==> src/core/stm_pkg.sv <==
// constants and types of the supply threshold monitor control block
// assumes one 250 MHz clock and an AXI4-Lite master with 32-bit data
//
// How it works
// - settle interval is a fixed time converted to clock cycles
// - a crossing cannot set the event flag until the settle interval has elapsed
// - monitoring runs from the free clock, not the gated core clock
// - a selected crossing sets the event flag; a wake request rises only while the event enable is also set
// - wake vectors to handler only when global interrupt enable is set
// - every reset returns all registers to reset values, detector off
// - unimplemented bits read as zero and ignore writes
// - enable bit 4 starts settling; read-only bit 5 rises when stable
// - direction bit 7 clear detects falls, set detects rises
// - four-bit trip level picks one of 16; 1111 selects external input
package stm_pkg;

  // ----------------------------------------------------------------
  // register byte offsets
  // ----------------------------------------------------------------
  localparam logic [3:0] STM_OFS_CONTROL  = 4'h0;
  localparam logic [3:0] STM_OFS_FLAGS    = 4'h4;
  localparam logic [3:0] STM_OFS_ENABLES  = 4'h8;
  localparam logic [3:0] STM_OFS_PRIORITY = 4'hC;
  localparam logic [3:0] STM_OFS_CORE     = 4'h0; // spare alias unused

  // ----------------------------------------------------------------
  // field positions
  // ----------------------------------------------------------------
  localparam int STM_BIT_DIR       = 7;
  localparam int STM_BIT_BG_STABLE = 6;
  localparam int STM_BIT_STABLE    = 5;
  localparam int STM_BIT_ENABLE    = 4;
  localparam int STM_LEVEL_MSB     = 3;
  localparam int STM_BIT_EVENT     = 2;
  localparam int STM_BIT_GIE       = 0;

  localparam logic [3:0] STM_LEVEL_EXT = 4'hF;
  localparam logic [7:0] STM_CTRL_RST  = 8'h00;

  // ----------------------------------------------------------------
  // timing
  // ----------------------------------------------------------------
  localparam int STM_CLK_MHZ       = 250;
  localparam int STM_SETTLE_US     = 25;
  localparam int STM_SETTLE_CYCLES = STM_SETTLE_US * STM_CLK_MHZ;

  localparam logic [1:0] STM_RESP_OKAY   = 2'b00;
  localparam logic [1:0] STM_RESP_SLVERR = 2'b10;

  typedef struct packed {
    logic       direction_select;
    logic       detector_enable;
    logic [3:0] trip_level;
  } stm_ctrl_type;

  typedef enum logic [2:0] {
    STM_OFF    = 3'b001,
    STM_SETTLE = 3'b010,
    STM_ARMED  = 3'b100
  } stm_state_type;

endpackage : stm_pkg

==> src/core/stm_sync.sv <==
// two-stage synchronizer for one asynchronous level
// assumes the input is unrelated to aclk
module stm_sync (
  input  wire logic aclk,
  input  wire logic aresetn,
  input  wire logic async_in,
  output logic      sync_out
);
  logic meta_reg;
  logic meta_next;
  logic sync_reg;
  logic sync_next;

  always_comb begin
    meta_next = async_in;
    sync_next = meta_reg;
  end

  always_ff @(posedge aclk) begin
    if (!aresetn) begin
      meta_reg <= 1'b0;
      sync_reg <= 1'b0;
    end else begin
      meta_reg <= meta_next;
      sync_reg <= sync_next;
    end
  end

  assign sync_out = sync_reg;
endmodule : stm_sync

==> src/core/stm_top.sv <==
// supply threshold monitor: registers, settle timer, event flag, wake
// assumes an AXI4-Lite master on aclk and an analog front end that
// reports comparator state as an asynchronous level
//
// Design decisions made here: the address map and the AXI4-Lite slave port.
module stm_top
  import stm_pkg::*;
#(
  parameter int SETTLE_CYCLES = STM_SETTLE_CYCLES
) (
  input  wire logic        aclk,
  input  wire logic        aresetn,
  input  wire logic [3:0]  s_axi_awaddr,
  input  wire logic        s_axi_awvalid,
  output logic             s_axi_awready,
  input  wire logic [31:0] s_axi_wdata,
  input  wire logic [3:0]  s_axi_wstrb,
  input  wire logic        s_axi_wvalid,
  output logic             s_axi_wready,
  output logic [1:0]       s_axi_bresp,
  output logic             s_axi_bvalid,
  input  wire logic        s_axi_bready,
  input  wire logic [3:0]  s_axi_araddr,
  input  wire logic        s_axi_arvalid,
  output logic             s_axi_arready,
  output logic [31:0]      s_axi_rdata,
  output logic [1:0]       s_axi_rresp,
  output logic             s_axi_rvalid,
  input  wire logic        s_axi_rready,
  input  wire logic        comp_above,
  input  wire logic        bandgap_stable,
  output stm_ctrl_type     analog_ctrl,
  output logic             wake_request,
  output logic             irq_vector_request
);

  // ------------------------------------------------------------------
  // state
  // ------------------------------------------------------------------
  stm_ctrl_type  ctrl_reg, ctrl_next;
  stm_state_type state_reg, state_next;
  logic [31:0]   cnt_reg, cnt_next;
  logic          flag_reg, flag_next;
  logic          ien_reg, ien_next;
  logic          ipr_reg, ipr_next;
  logic          gie_reg, gie_next;
  logic          prev_reg, prev_next;
  logic          aw_reg, aw_next;
  logic          w_reg, w_next;
  logic [3:0]    awa_reg, awa_next;
  logic [31:0]   wd_reg, wd_next;
  logic          wb_reg, wb_next;
  logic          bv_reg, bv_next;
  logic [1:0]    br_reg, br_next;
  logic          rv_reg, rv_next;
  logic [31:0]   rd_reg, rd_next;
  logic [1:0]    rr_reg, rr_next;
  logic          cmp_sync;
  logic          crossing;
  logic          do_write;
  logic          bg_s;

  stm_sync u_cmp (
    .aclk     (aclk),
    .aresetn  (aresetn),
    .async_in (comp_above),
    .sync_out (cmp_sync)
  );

  stm_sync u_bg (
    .aclk     (aclk),
    .aresetn  (aresetn),
    .async_in (bandgap_stable),
    .sync_out (bg_s)
  );

  // ------------------------------------------------------------------
  // detector
  // ------------------------------------------------------------------
  // direction picks edge
  assign crossing = ctrl_reg.direction_select ? (cmp_sync && !prev_reg)
                                              : (!cmp_sync && prev_reg);
  assign do_write = aw_reg && w_reg && !bv_reg;

  always_comb begin
    state_next = state_reg;
    cnt_next   = cnt_reg;
    prev_next  = cmp_sync;
    unique case (state_reg)
      STM_OFF: begin
        cnt_next = '0;
        if (ctrl_reg.detector_enable) begin
          state_next = STM_SETTLE;
        end
      end
      STM_SETTLE: begin
        if (!ctrl_reg.detector_enable) begin
          state_next = STM_OFF;
        end else if (cnt_reg >= 32'(SETTLE_CYCLES - 1)) begin
          state_next = STM_ARMED;
        end else begin
          cnt_next = cnt_reg + 32'h0000_0001;
        end
      end
      STM_ARMED: begin
        if (!ctrl_reg.detector_enable) begin
          state_next = STM_OFF;
        end
      end
      default: state_next = STM_OFF;
    endcase
  end

  // ------------------------------------------------------------------
  // AXI4-Lite slave and registers
  // ------------------------------------------------------------------
  always_comb begin
    aw_next   = aw_reg;
    w_next    = w_reg;
    awa_next  = awa_reg;
    wd_next   = wd_reg;
    wb_next   = wb_reg;
    bv_next   = bv_reg;
    br_next   = br_reg;
    rv_next   = rv_reg;
    rd_next   = rd_reg;
    rr_next   = rr_reg;
    ctrl_next = ctrl_reg;
    flag_next = flag_reg;
    ien_next  = ien_reg;
    ipr_next  = ipr_reg;
    gie_next  = gie_reg;
    if (s_axi_awvalid && s_axi_awready) begin
      aw_next  = 1'b1;
      awa_next = s_axi_awaddr;
    end
    if (s_axi_wvalid && s_axi_wready) begin
      w_next  = 1'b1;
      wd_next = s_axi_wdata;
      wb_next = s_axi_wstrb[0];
    end
    if (do_write) begin
      aw_next = 1'b0;
      w_next  = 1'b0;
      bv_next = 1'b1;
      br_next = STM_RESP_OKAY;
      if (wb_reg) begin
        unique case (awa_reg)
          STM_OFS_CONTROL: begin
            ctrl_next.direction_select = wd_reg[STM_BIT_DIR];
            ctrl_next.detector_enable  = wd_reg[STM_BIT_ENABLE];
            ctrl_next.trip_level       = wd_reg[STM_LEVEL_MSB:0];
          end
          STM_OFS_FLAGS: begin
            flag_next = wd_reg[STM_BIT_EVENT];
            gie_next  = wd_reg[STM_BIT_GIE];
          end
          STM_OFS_ENABLES:  ien_next = wd_reg[STM_BIT_EVENT];
          STM_OFS_PRIORITY: ipr_next = wd_reg[STM_BIT_EVENT];
          default:          br_next  = STM_RESP_SLVERR;
        endcase
      end
    end
    if (bv_reg && s_axi_bready) begin
      bv_next = 1'b0;
    end
    // flag only when armed; set beats clear
    if (state_reg == STM_ARMED && crossing) begin
      flag_next = 1'b1;
    end
    if (s_axi_arvalid && s_axi_arready) begin
      rv_next = 1'b1;
      rr_next = STM_RESP_OKAY;
      rd_next = '0;
      unique case (s_axi_araddr)
        STM_OFS_CONTROL: begin
          rd_next[STM_BIT_DIR]       = ctrl_reg.direction_select;
          rd_next[STM_BIT_BG_STABLE] = bg_s;
          rd_next[STM_BIT_STABLE]    = (state_reg == STM_ARMED);
          rd_next[STM_BIT_ENABLE]    = ctrl_reg.detector_enable;
          rd_next[STM_LEVEL_MSB:0]   = ctrl_reg.trip_level;
        end
        STM_OFS_FLAGS: begin
          rd_next[STM_BIT_EVENT] = flag_reg;
          rd_next[STM_BIT_GIE]   = gie_reg;
        end
        STM_OFS_ENABLES:  rd_next[STM_BIT_EVENT] = ien_reg;
        STM_OFS_PRIORITY: rd_next[STM_BIT_EVENT] = ipr_reg;
        default:          rr_next = STM_RESP_SLVERR;
      endcase
    end else if (rv_reg && s_axi_rready) begin
      rv_next = 1'b0;
    end
  end

  always_ff @(posedge aclk) begin
    if (!aresetn) begin
      state_reg <= STM_OFF;
      cnt_reg   <= '0;
      prev_reg  <= 1'b0;
      ctrl_reg  <= stm_ctrl_type'(STM_CTRL_RST[5:0]);
      flag_reg  <= 1'b0;
      ien_reg   <= 1'b0;
      ipr_reg   <= 1'b0;
      gie_reg   <= 1'b0;
      aw_reg    <= 1'b0;
      w_reg     <= 1'b0;
      awa_reg   <= '0;
      wd_reg    <= '0;
      wb_reg    <= 1'b0;
      bv_reg    <= 1'b0;
      br_reg    <= STM_RESP_OKAY;
      rv_reg    <= 1'b0;
      rd_reg    <= '0;
      rr_reg    <= STM_RESP_OKAY;
    end else begin
      state_reg <= state_next;
      cnt_reg   <= cnt_next;
      prev_reg  <= prev_next;
      ctrl_reg  <= ctrl_next;
      flag_reg  <= flag_next;
      ien_reg   <= ien_next;
      ipr_reg   <= ipr_next;
      gie_reg   <= gie_next;
      aw_reg    <= aw_next;
      w_reg     <= w_next;
      awa_reg   <= awa_next;
      wd_reg    <= wd_next;
      wb_reg    <= wb_next;
      bv_reg    <= bv_next;
      br_reg    <= br_next;
      rv_reg    <= rv_next;
      rd_reg    <= rd_next;
      rr_reg    <= rr_next;
    end
  end

  assign s_axi_awready = !aw_reg && !bv_reg;
  assign s_axi_wready  = !w_reg && !bv_reg;
  assign s_axi_bvalid  = bv_reg;
  assign s_axi_bresp   = br_reg;
  assign s_axi_arready = !rv_reg;
  assign s_axi_rvalid  = rv_reg;
  assign s_axi_rdata   = rd_reg;
  assign s_axi_rresp   = rr_reg;

  // level 1111 selects external input in the analog mux
  assign analog_ctrl = ctrl_reg;
  assign wake_request = flag_reg && ien_reg;
  assign irq_vector_request = flag_reg && ien_reg && gie_reg;

endmodule : stm_top

==> config.mk <==
export PLATFORM = sky130hd
export DESIGN_NAME = stm_top
export DESIGN_NICKNAME = d
export VERILOG_FILES = /design/src/core/stm_pkg.sv /design/src/core/stm_sync.sv /design/src/core/stm_top.sv
export SDC_FILE = /design/constraint.sdc
export NUM_CORES = 1
export LEC_CHECK = 0
export BUFFER_PORTS_ARGS = -buffer_cell sky130_fd_sc_hd__buf_4
export CAP_MARGIN = 10
export CORE_MARGIN = 2
export CORE_UTILIZATION = 51
export DETAILED_ROUTE_END_ITERATION = 7
export GPL_ROUTABILITY_DRIVEN = 0
export PLACE_DENSITY = 0.79
export SYNTH_ARGS = -nofsm -noshare
export SYNTH_HDL_FRONTEND = slang
export SYNTH_SLANG_ARGS = --single-unit
==> constraint.sdc <==
create_clock -name aclk -period 2.9 [get_ports aclk]
set_input_delay 0.145 -clock aclk [delete_from_list [all_inputs] [get_ports aclk]]
set_output_delay 0.145 -clock aclk [all_outputs]
set_load 0.1 [all_outputs]
==> results of run 1 <==
## through the flow
stage               worst slack [ns]  cells
floorplan                      0.236    353
global placement               0.633    439
detailed placement             0.581    439
CTS                            0.528    457
global route                   0.365    457
finish                         0.563    457
## layer usage
layer | track usage (%) | vias up | wire, microns
li1 | - | 1174 | -
met1 | 20.5 | 1047 | 2660
met2 | 29.0 | 55 | 2810
met3 | 6.16 | 4 | 313
met4 | 3.58 | 0 | 40
met5 | 0 | - | 0
## final cells by class
type	count	area share [%]
well taps	75	2.49
repair buffers	50	10.1
clock buffers	9	3.28
flip-flops and latches	75	39.8
inverters	6	0.597
multi-input cells	235	40.9
clock inverters	7	2.82
## power groups by stage
stage	combinational, mW	sequential [mW]	clock (mW)
final	0.310	1.06	0.916
after global routing	0.321	1.07	0.990
after CTS	0.310	1.06	0.941
after detailed placement	0.308	1.09	0
after global placement	0.305	1.09	0
after floorplan	0.268	1.11	0
## kinds of logic after synthesis
kind of cell,count (synthesis),synth area share (%)
simple gates,137,25.0
flops,75,46.7
buf+inv,43,8.33
compound gates,38,8.84
mux,26,8.49
xor+xnor,5,1.36
fa+ha+maj,3,1.17
other cells,1,0.117
## cells in the final DEF (no fill, tap or decap), types with 5 or more instances in the layout
master	n
nand2_1	18
nor2b_1	32
and2_1	25
nor2_1	16
o211ai_1	6
inv_1	6
dfxtp_1	75
buf_4	48
nand3_1	5
conb_1	26
clkbuf_8	9
nor4_1	8
a22oi_1	6
a21oi_1	8
mux2i_1	25
o21ai_0	6
## what timing repair did
item | CTS | global route
hold buffers | 2 | 0
endpoints found under the hold margin | 2 | 0
gates resized for setup | 0 | 0
## worst register-to-register path, stage by stage (launching register included)
cell and delay [ns]:
dfxtp_1 0.34, inv_1 0.09, ha_1 0.20, nor4b_2 0.22
o31ai_1 0.15, a311oi_4 0.54, o21ai_4 0.17, or4_1 0.50
nand2_1 0.08
## worst paths after layout
kind	from	to	slack, ns	depth (start not counted)
worst max-delay path	cnt_reg[1]$_SDFFE_PN0P_	cnt_reg[6]$_SDFFE_PN0P_	0.56	8
worst min-delay path	s_axi_arvalid	s_axi_rvalid$_SDFFE_PN0P_	0.03	2
worst max register to register	cnt_reg[1]$_SDFFE_PN0P_	cnt_reg[6]$_SDFFE_PN0P_	0.56	8
worst min register to register	u_cmp.meta_reg$_SDFF_PN0_	u_cmp.sync_out$_SDFF_PN0_	0.44	1
==> results.json, run 1 <==
{
  "yosysUniqueCellTypes": 46,
  "ant_nets": 0,
  "placed_area_sq_um": 3520,
  "multiInputGateArea_sq_um": 1540,
  "drcViolationCount": 0,
  "p_comb_share_pct": 13.5,
  "htree_levels": 3,
  "cp_slowest_cell": "a311oi_4",
  "power_density_nw_per_um2": 607,
  "dr.pass1.iters": 4,
  "hold_viol_final": 0,
  "die_w_microns": 83.4,
  "synth_area_sq_um": 3210,
  "sequentialPowerShare_pct": 46.5,
  "post-route-period-util_pct": 80.6,
  "hold_path_class": "input pin to flop",
  "utilization_pct": 63.0,
  "grt_pass1_wl_mm": 9.58,
  "p_switching_mw": 0.676,
  "clk_pin_slew_ns": 0.09,
  "drv_cap": 0,
  "relSlewSlack_pct": 55.1,
  "largest_reg_flops": 32,
  "cp.required_ns": 3.19,
  "cp-end-kind": "flop",
  "synth-edff-count": 0,
  "max_stage_delay_ns": 0.53,
  "cts-root-buf": "clkbuf_8",
  "fin_area_sq_um": 3770,
  "syn_to_final_growth_pct": 17.4,
  "initial_core_util_pct": 53.7,
  "ir_drop_mv": 0.391,
  "track_usage_pct": 17.0,
  "route.detailed.wl_per_inst_microns": 12.8,
  "path_cells": "inv_1, ha_1, nor4b_2, o31ai_1, a311oi_4, o21ai_4, or4_1, nand2_1",
  "grt_setup_unrepaired": "no",
  "grt_max_degree": 46,
  "crit_family": "compound AO/OA/AOI/OAI gates",
  "rows": 28,
  "synthCells": 328,
  "yosys.area.top_type_share_pct": 46.7,
  "coreArea_sq_um": 5990,
  "synth.most_common_cell": "dfxtp_1",
  "die_h_microns": 83.4,
  "yosys-top-cells-count": "dfxtp_1 (75), nor2b_1 (32), buf_4 (26)",
  "synth_largest_area_cell": "dfxtp_1",
  "p_clk_share_pct": 40.0,
  "clk_latency_ns": 0.34,
  "holdWs_ns": 0.0312,
  "syn_avg_cell_area_sq_um": 9.80,
  "regArea_sq_um": 1500,
  "period_needed_ns": 2.34,
  "viasPerCell": 4.99,
  "nNetsFinal": 433,
  "skew_ns": 0.00615,
  "fillCellCount": 517,
  "fmax_mhz": 428,
  "tightest_slew_ns": 0.672,
  "synth_top_flop_cell": "dfxtp_1",
  "dp_hpwl_mm": 3.97,
  "p_total_mw": 2.29,
  "grt_overflow_total": 0,
  "via_count": 2280,
  "leakagePower_nw": 1.53,
  "p_int_mw": 1.62,
  "portBuffers": 46,
  "critical_path_class": "flop to flop",
  "status": "complete, no violations",
  "cts_tree": "built",
  "cts_inserted_buffers": 9,
  "layout-drive-gt1-share_pct": 20.2,
  "cp-start-kind": "flop",
  "ys_ff_latch": 75,
  "setup_tns_ns": 0,
  "ys_warn_count": 0,
  "cts_buffer_depth": 2,
  "antenna_found_initial": 0,
  "grt_pass1_vias": 2064,
  "drt_iter0_drc": 89,
  "drv_slew": 0,
  "die-area_sq_um": 6950,
  "drt_wl_total_mm": 5.83,
  "path_buf_inv": 1,
  "post_cts_buffers": 0,
  "switching_share_pct": 29.5,
  "finalSetupViolCount": 0,
  "ys_seq_area_share_pct": 46.7,
  "cp_max_fo": 8,
  "insertedDiodeCount": 0,
  "synth.area.top_cells": "dfxtp_1 (47%), mux2i_1 (7.8%), nor2b_1 (6.2%), buf_4 (6.1%), and2_1 (4.9%)",
  "num_io_pins": 102,
  "arrival_ns": 2.63,
  "cts_sinks": 75,
  "synthArstFlopShare_pct": 0
}
Power figures use the tool's default switching activity.
==> run 2, diff against run 1 <==
Settings changed: CORE_UTILIZATION 51 to 46, PLACE_DENSITY 0.79 to 0.75.
Clock period 2.9 ns to 2.1 ns, I/O delays scaled along.
==> run 2 against run 1 <==
Against the previous run:
- sequential cell count unchanged
- sequential power up 39%
- clock skew grew 0.0034 ns
- worst setup slack got worse by 0.52 ns
- non-clock buffer count is 23 higher
- highest routed layer unchanged
- cell count up 9.6%
==> results.json, run 2 (synthesis gave the netlist of run 1 again) <==
{
  "coreArea_sq_um": 6790,
  "cp_max_fo": 5,
  "endpoint": "cnt_reg[5]$_SDFFE_PN0P_",
  "portBuffers": 46,
  "largest_reg_flops": 32,
  "drcViolationCount": 0,
  "status": "complete, no violations",
  "syn_to_final_growth_pct": 25.9,
  "r2r_end": "cnt_reg[5]$_SDFFE_PN0P_",
  "antenna_found_initial": 0,
  "die-area_sq_um": 7670,
  "fin_area_sq_um": 4050,
  "clk_pin_slew_ns": 0.08,
  "post-route-period-util_pct": 97.8,
  "drt_iter0_drc": 88,
  "layout-drive-gt1-share_pct": 27.7,
  "leakagePower_nw": 1.64,
  "relSlewSlack_pct": 54.9,
  "via_count": 2365,
  "die_w_microns": 87.6,
  "grtUsageMet1_pct": 20.4,
  "cp.required_ns": 2.38,
  "drv_cap": 0,
  "multiInputGateArea_sq_um": 1610,
  "skew_ns": 0.00958,
  "arrival_ns": 2.34,
  "htree_levels": 3,
  "initial_core_util_pct": 47.3,
  "dp_hpwl_mm": 4.31,
  "fillCellCount": 591,
  "insertedDiodeCount": 0,
  "rrSetupSlack_ns": 0.05,
  "cp-start-kind": "flop",
  "grt_util_met2_pct": 28.2,
  "drt_wl_total_mm": 6.02,
  "cts_sinks": 75,
  "critical_path_class": "flop to flop",
  "post-route-worst-setup-slack_ns": 0.0459,
  "critPathLaunch": "cnt_reg[1]$_SDFFE_PN0P_",
  "cp-end-kind": "flop",
  "nNetsFinal": 456,
  "holdWs_ns": 0.0186,
  "cts-root-buf": "clkbuf_8",
  "cts_buffer_depth": 2,
  "die_h_microns": 87.6,
  "regArea_sq_um": 1510,
  "final_common_cell": "dfxtp_1",
  "viasPerCell": 4.72,
  "grt_pass1_wl_mm": 10.1,
  "power_density_nw_per_um2": 752,
  "grt_setup_unrepaired": "yes",
  "cts_inserted_buffers": 9,
  "grt.busiest_layer": "met2",
  "fmax_mhz": 487,
  "r2r-start": "cnt_reg[1]$_SDFFE_PN0P_",
  "finalSetupViolCount": 0,
  "clk_latency_ns": 0.35,
  "track_usage_pct": 16.9,
  "num_io_pins": 102,
  "setup_tns_ns": 0,
  "drv_slew": 0,
  "p_total_mw": 3.04,
  "post-place-ws_ns": -0.0882,
  "rr_worst_depth": 8,
  "grt_pass1_vias": 2265,
  "grt_overflow_total": 0,
  "hold_viol_final": 0,
  "ant_nets": 0,
  "cts_tree": "built",
  "placed_area_sq_um": 3700,
  "ir_drop_mv": 0.422,
  "grtUsageMet3_pct": 6.69,
  "dr.pass1.iters": 4,
  "grt_max_degree": 44,
  "hold_path_class": "input pin to flop",
  "rows": 30,
  "period_needed_ns": 2.05,
  "tightest_slew_ns": 0.675,
  "route.detailed.wl_per_inst_microns": 12.0,
  "final_cell_mix": "dfxtp_1 (70), buf_4 (66), nor2b_1 (32)"
}
run 2: critical path, stage by stage (launching register included):
cell and delay, ns:
dfxtp_2 0.34, inv_2 0.05, ha_4 0.16, nor4b_4 0.26, o31ai_2 0.10, a311oi_4 0.42
o21ai_2 0.15, or3_4 0.41, a21oi_2 0.12
run 2: layout make-up:
cell class / instances / share of cell area [%]
Tap cell: 96 / 2.97
Timing Repair Buffer: 73 / 14.0
Multi-Input combinational cell: 235 / 39.9
Sequential cell: 75 / 37.4
Clock buffer: 10 / 3.40
Inverter: 6 / 0.649
Clock inverter: 6 / 1.76
run 2: worst min path at each step:
stage                    start                        to  slack [ns]  cells after the start
2_1_floorplan   bandgap_stable  u_bg.meta_reg$_SDFF_PN0_        0.23                      1
3_3_place_gp    bandgap_stable  u_bg.meta_reg$_SDFF_PN0_        0.31                      2
3_5_place_dp    bandgap_stable  u_bg.meta_reg$_SDFF_PN0_        0.32                      2
4_1_cts        s_axi_awaddr[3]   awa_reg[3]$_SDFFE_PN0P_      0.0007                      3
5_1_grt        s_axi_awaddr[3]   awa_reg[3]$_SDFFE_PN0P_        0.01                      3
6_report       s_axi_awaddr[3]   awa_reg[3]$_SDFFE_PN0P_        0.02                      3
run 2: layer usage:
layer / up-vias / wire (microns) / share of wire (%)
li1: 1214 / - / -
met1: 1091 / 2760 / 46
met3: 8 / 279 / 4.6
met5: - / 0 / 0
met2: 52 / 2920 / 48
met4: 0 / 65 / 1.1
run 2: repair_timing:
action,in CTS,in global routing
hold buffers,7,0
setup endpoints to repair,8,14
buffers inserted,1,0
hold endpoints to repair,6,0
resized for setup,1,14
pin swaps,6,3
run 2: through the flow:
step / cells / utilization [%]
floorplan: 353 / -
CTS: 501 / 58.7
finish: 501 / 59.6
detailed placement: 477 / 54.5
global route: 501 / 59.6
global placement: 477 / 54.5
run 2: where the power goes:
part           internal, mW  leakage [nW]  total (mW)  switching [mW]
combinational        0.0996         0.934       0.442           0.342
sequential             1.45         0.611        1.47          0.0248
clock                 0.591        0.0995        1.13           0.540
total                  2.14          1.64        3.04           0.906
==> run 3, diff against run 2 <==
Settings changed: CORE_UTILIZATION 46 to 47, CTS_BUF_LIST set to sky130_fd_sc_hd__clkbuf_8, PLACE_DENSITY 0.75 to 0.77.
==> run 3 against run 2 <==
Against the previous run:
- the run now ends with setup timing left
- register-to-register slack worse by 0.05 ns
- power rose by 11%
- sequential power is essentially flat
- largest cell class unchanged
- highest routed layer unchanged
==> results.json, run 3 (synthesis gave the netlist of run 1 again) <==
{
  "track_usage_pct": 17.7,
  "drv_cap": 0,
  "antenna_found_initial": 0,
  "insertedDiodeCount": 0,
  "setup_tns_ns": -0.00178,
  "ant_nets": 0,
  "r2r-start": "cnt_reg[1]$_SDFFE_PN0P_",
  "routed.top_layer": "met4",
  "cts-root-buf": "clkbuf_8",
  "syn_to_final_growth_pct": 28.7,
  "wl_met1_mm": 2.80,
  "p_total_mw": 3.37,
  "dp_hpwl_mm": 4.46,
  "via_count": 2411,
  "dr.pass1.iters": 4,
  "violations": "setup timing",
  "viasPerCell": 4.94,
  "drv_slew": 0,
  "cts_sinks": 75,
  "utilization_pct": 61.6,
  "hold_path_class": "input pin to flop",
  "ir_drop_mv": 0.327,
  "largest_reg_flops": 32,
  "skew_ns": 0.0115,
  "htree_levels": 3,
  "min_to": "awa_reg[3]$_SDFFE_PN0P_",
  "grt_pass1_vias": 2272,
  "cp_max_fo": 6,
  "grt_overflow_total": 0,
  "fin_area_sq_um": 4140,
  "die_h_microns": 86.7,
  "clk_latency_ns": 0.35,
  "hold_depth": 3,
  "rows": 30,
  "drcViolationCount": 0,
  "arrival_ns": 2.38,
  "met2_wirelength_mm": 3.24,
  "finalSetupViolCount": 1,
  "drt_iter0_drc": 32,
  "relSlewSlack_pct": 48.3,
  "r2r_end": "cnt_reg[12]$_SDFFE_PN0P_",
  "cts_tree": "built",
  "holdWs_ns": 0.00787,
  "cp.required_ns": 2.38,
  "status": "finished with violations",
  "power_density_nw_per_um2": 816,
  "cts_buffer_depth": 2,
  "final_cell_mix": "dfxtp_1 (70), buf_4 (68), nor2b_1 (32)",
  "placed_area_sq_um": 3710,
  "final_common_cell": "dfxtp_1",
  "route.detailed.wl_per_inst_microns": 13.1,
  "layout-drive-gt1-share_pct": 27.7,
  "rrSetupSlack_ns": -0.002,
  "initial_core_util_pct": 47.8,
  "post-route-period-util_pct": 100,
  "worstHoldStart": "s_axi_awaddr[3]",
  "tightest_slew_ns": 0.773,
  "grt_pass1_wl_mm": 10.4,
  "leakagePower_nw": 1.70,
  "rr_worst_depth": 9,
  "drt_wl_total_mm": 6.41,
  "post-route-worst-setup-slack_ns": -0.00178,
  "cp-end-kind": "flop",
  "nNetsFinal": 459,
  "period_needed_ns": 2.10,
  "cts_inserted_buffers": 9,
  "coreArea_sq_um": 6720,
  "wl_met3_microns": 327,
  "die_w_microns": 86.7,
  "clk_pin_slew_ns": 0.09,
  "cp-start-kind": "flop",
  "die-area_sq_um": 7520,
  "num_io_pins": 102,
  "grt_setup_unrepaired": "yes",
  "grt_max_degree": 27,
  "fmax_mhz": 476,
  "portBuffers": 46,
  "hold_viol_final": 0,
  "critical_path_class": "flop to flop"
}
## run 3: power by group
group	internal [mW]	total [mW]	switching [mW]
clock	0.912	1.46	0.548
sequential	1.45	1.47	0.0247
combinational	0.100	0.443	0.343
## run 3: layout make-up
type / instances / area (sq um)
Fill cell: 553 / 2580
Inverter: 6 / 31.3
Timing Repair Buffer: 76 / 602
Tap cell: 80 / 100
Clock inverter: 7 / 141
Clock buffer: 9 / 124
Sequential cell: 75 / 1520
Multi-Input combinational cell: 235 / 1620
## run 3: layer usage
metal | GRT usage (%) | vias up
met2 | 30.3 | 70
met1 | 21.6 | 1109
met4 | 4.69 | 0
met3 | 5.52 | 7
li1 | - | 1225
met5 | 0 | -
## run 3: stage by stage
stage          worst slack (ns)  cells
2_1_floorplan           0.00386    353
3_3_place_gp            -0.0375    463
3_5_place_dp             -0.105    463
4_1_cts                  0.0192    487
5_1_grt                  -0.102    488
6_report               -0.00178    488
## run 3: what timing repair did
item / CTS / global route
endpoints found under the setup margin: 8 / 12
resized for setup: 4 / 16
pin swaps: 6 / 5
hold buffers: 6 / 0
hold endpoints to repair: 5 / 0
setup buffers: 2 / 1
## run 3: how the worst max path moves through the flow
stage | startpoint | depth (start not counted) | to
final | cnt_reg[1]$_SDFFE_PN0P_ | 9 | cnt_reg[12]$_SDFFE_PN0P_
after global routing | cnt_reg[1]$_SDFFE_PN0P_ | 9 | cnt_reg[12]$_SDFFE_PN0P_
after CTS | cnt_reg[1]$_SDFFE_PN0P_ | 10 | cnt_reg[11]$_SDFFE_PN0P_
after detailed placement | cnt_reg[1]$_SDFFE_PN0P_ | 8 | cnt_reg[6]$_SDFFE_PN0P_
after global placement | cnt_reg[1]$_SDFFE_PN0P_ | 8 | cnt_reg[6]$_SDFFE_PN0P_
after floorplan | s_axi_bvalid$_SDFFE_PP0P_ | 5 | analog_ctrl[5]$_SDFFE_PN0P_
## run 3: critical path: stages, from the launching register on
cell	delay, ns
dfxtp_2	0.36
inv_4	0.05
ha_4	0.15
nor4b_4	0.22
o31ai_2	0.11
a311oi_4	0.32
buf_4	0.18
o21ai_4	0.07
or3_4	0.40
a21oi_2	0.16
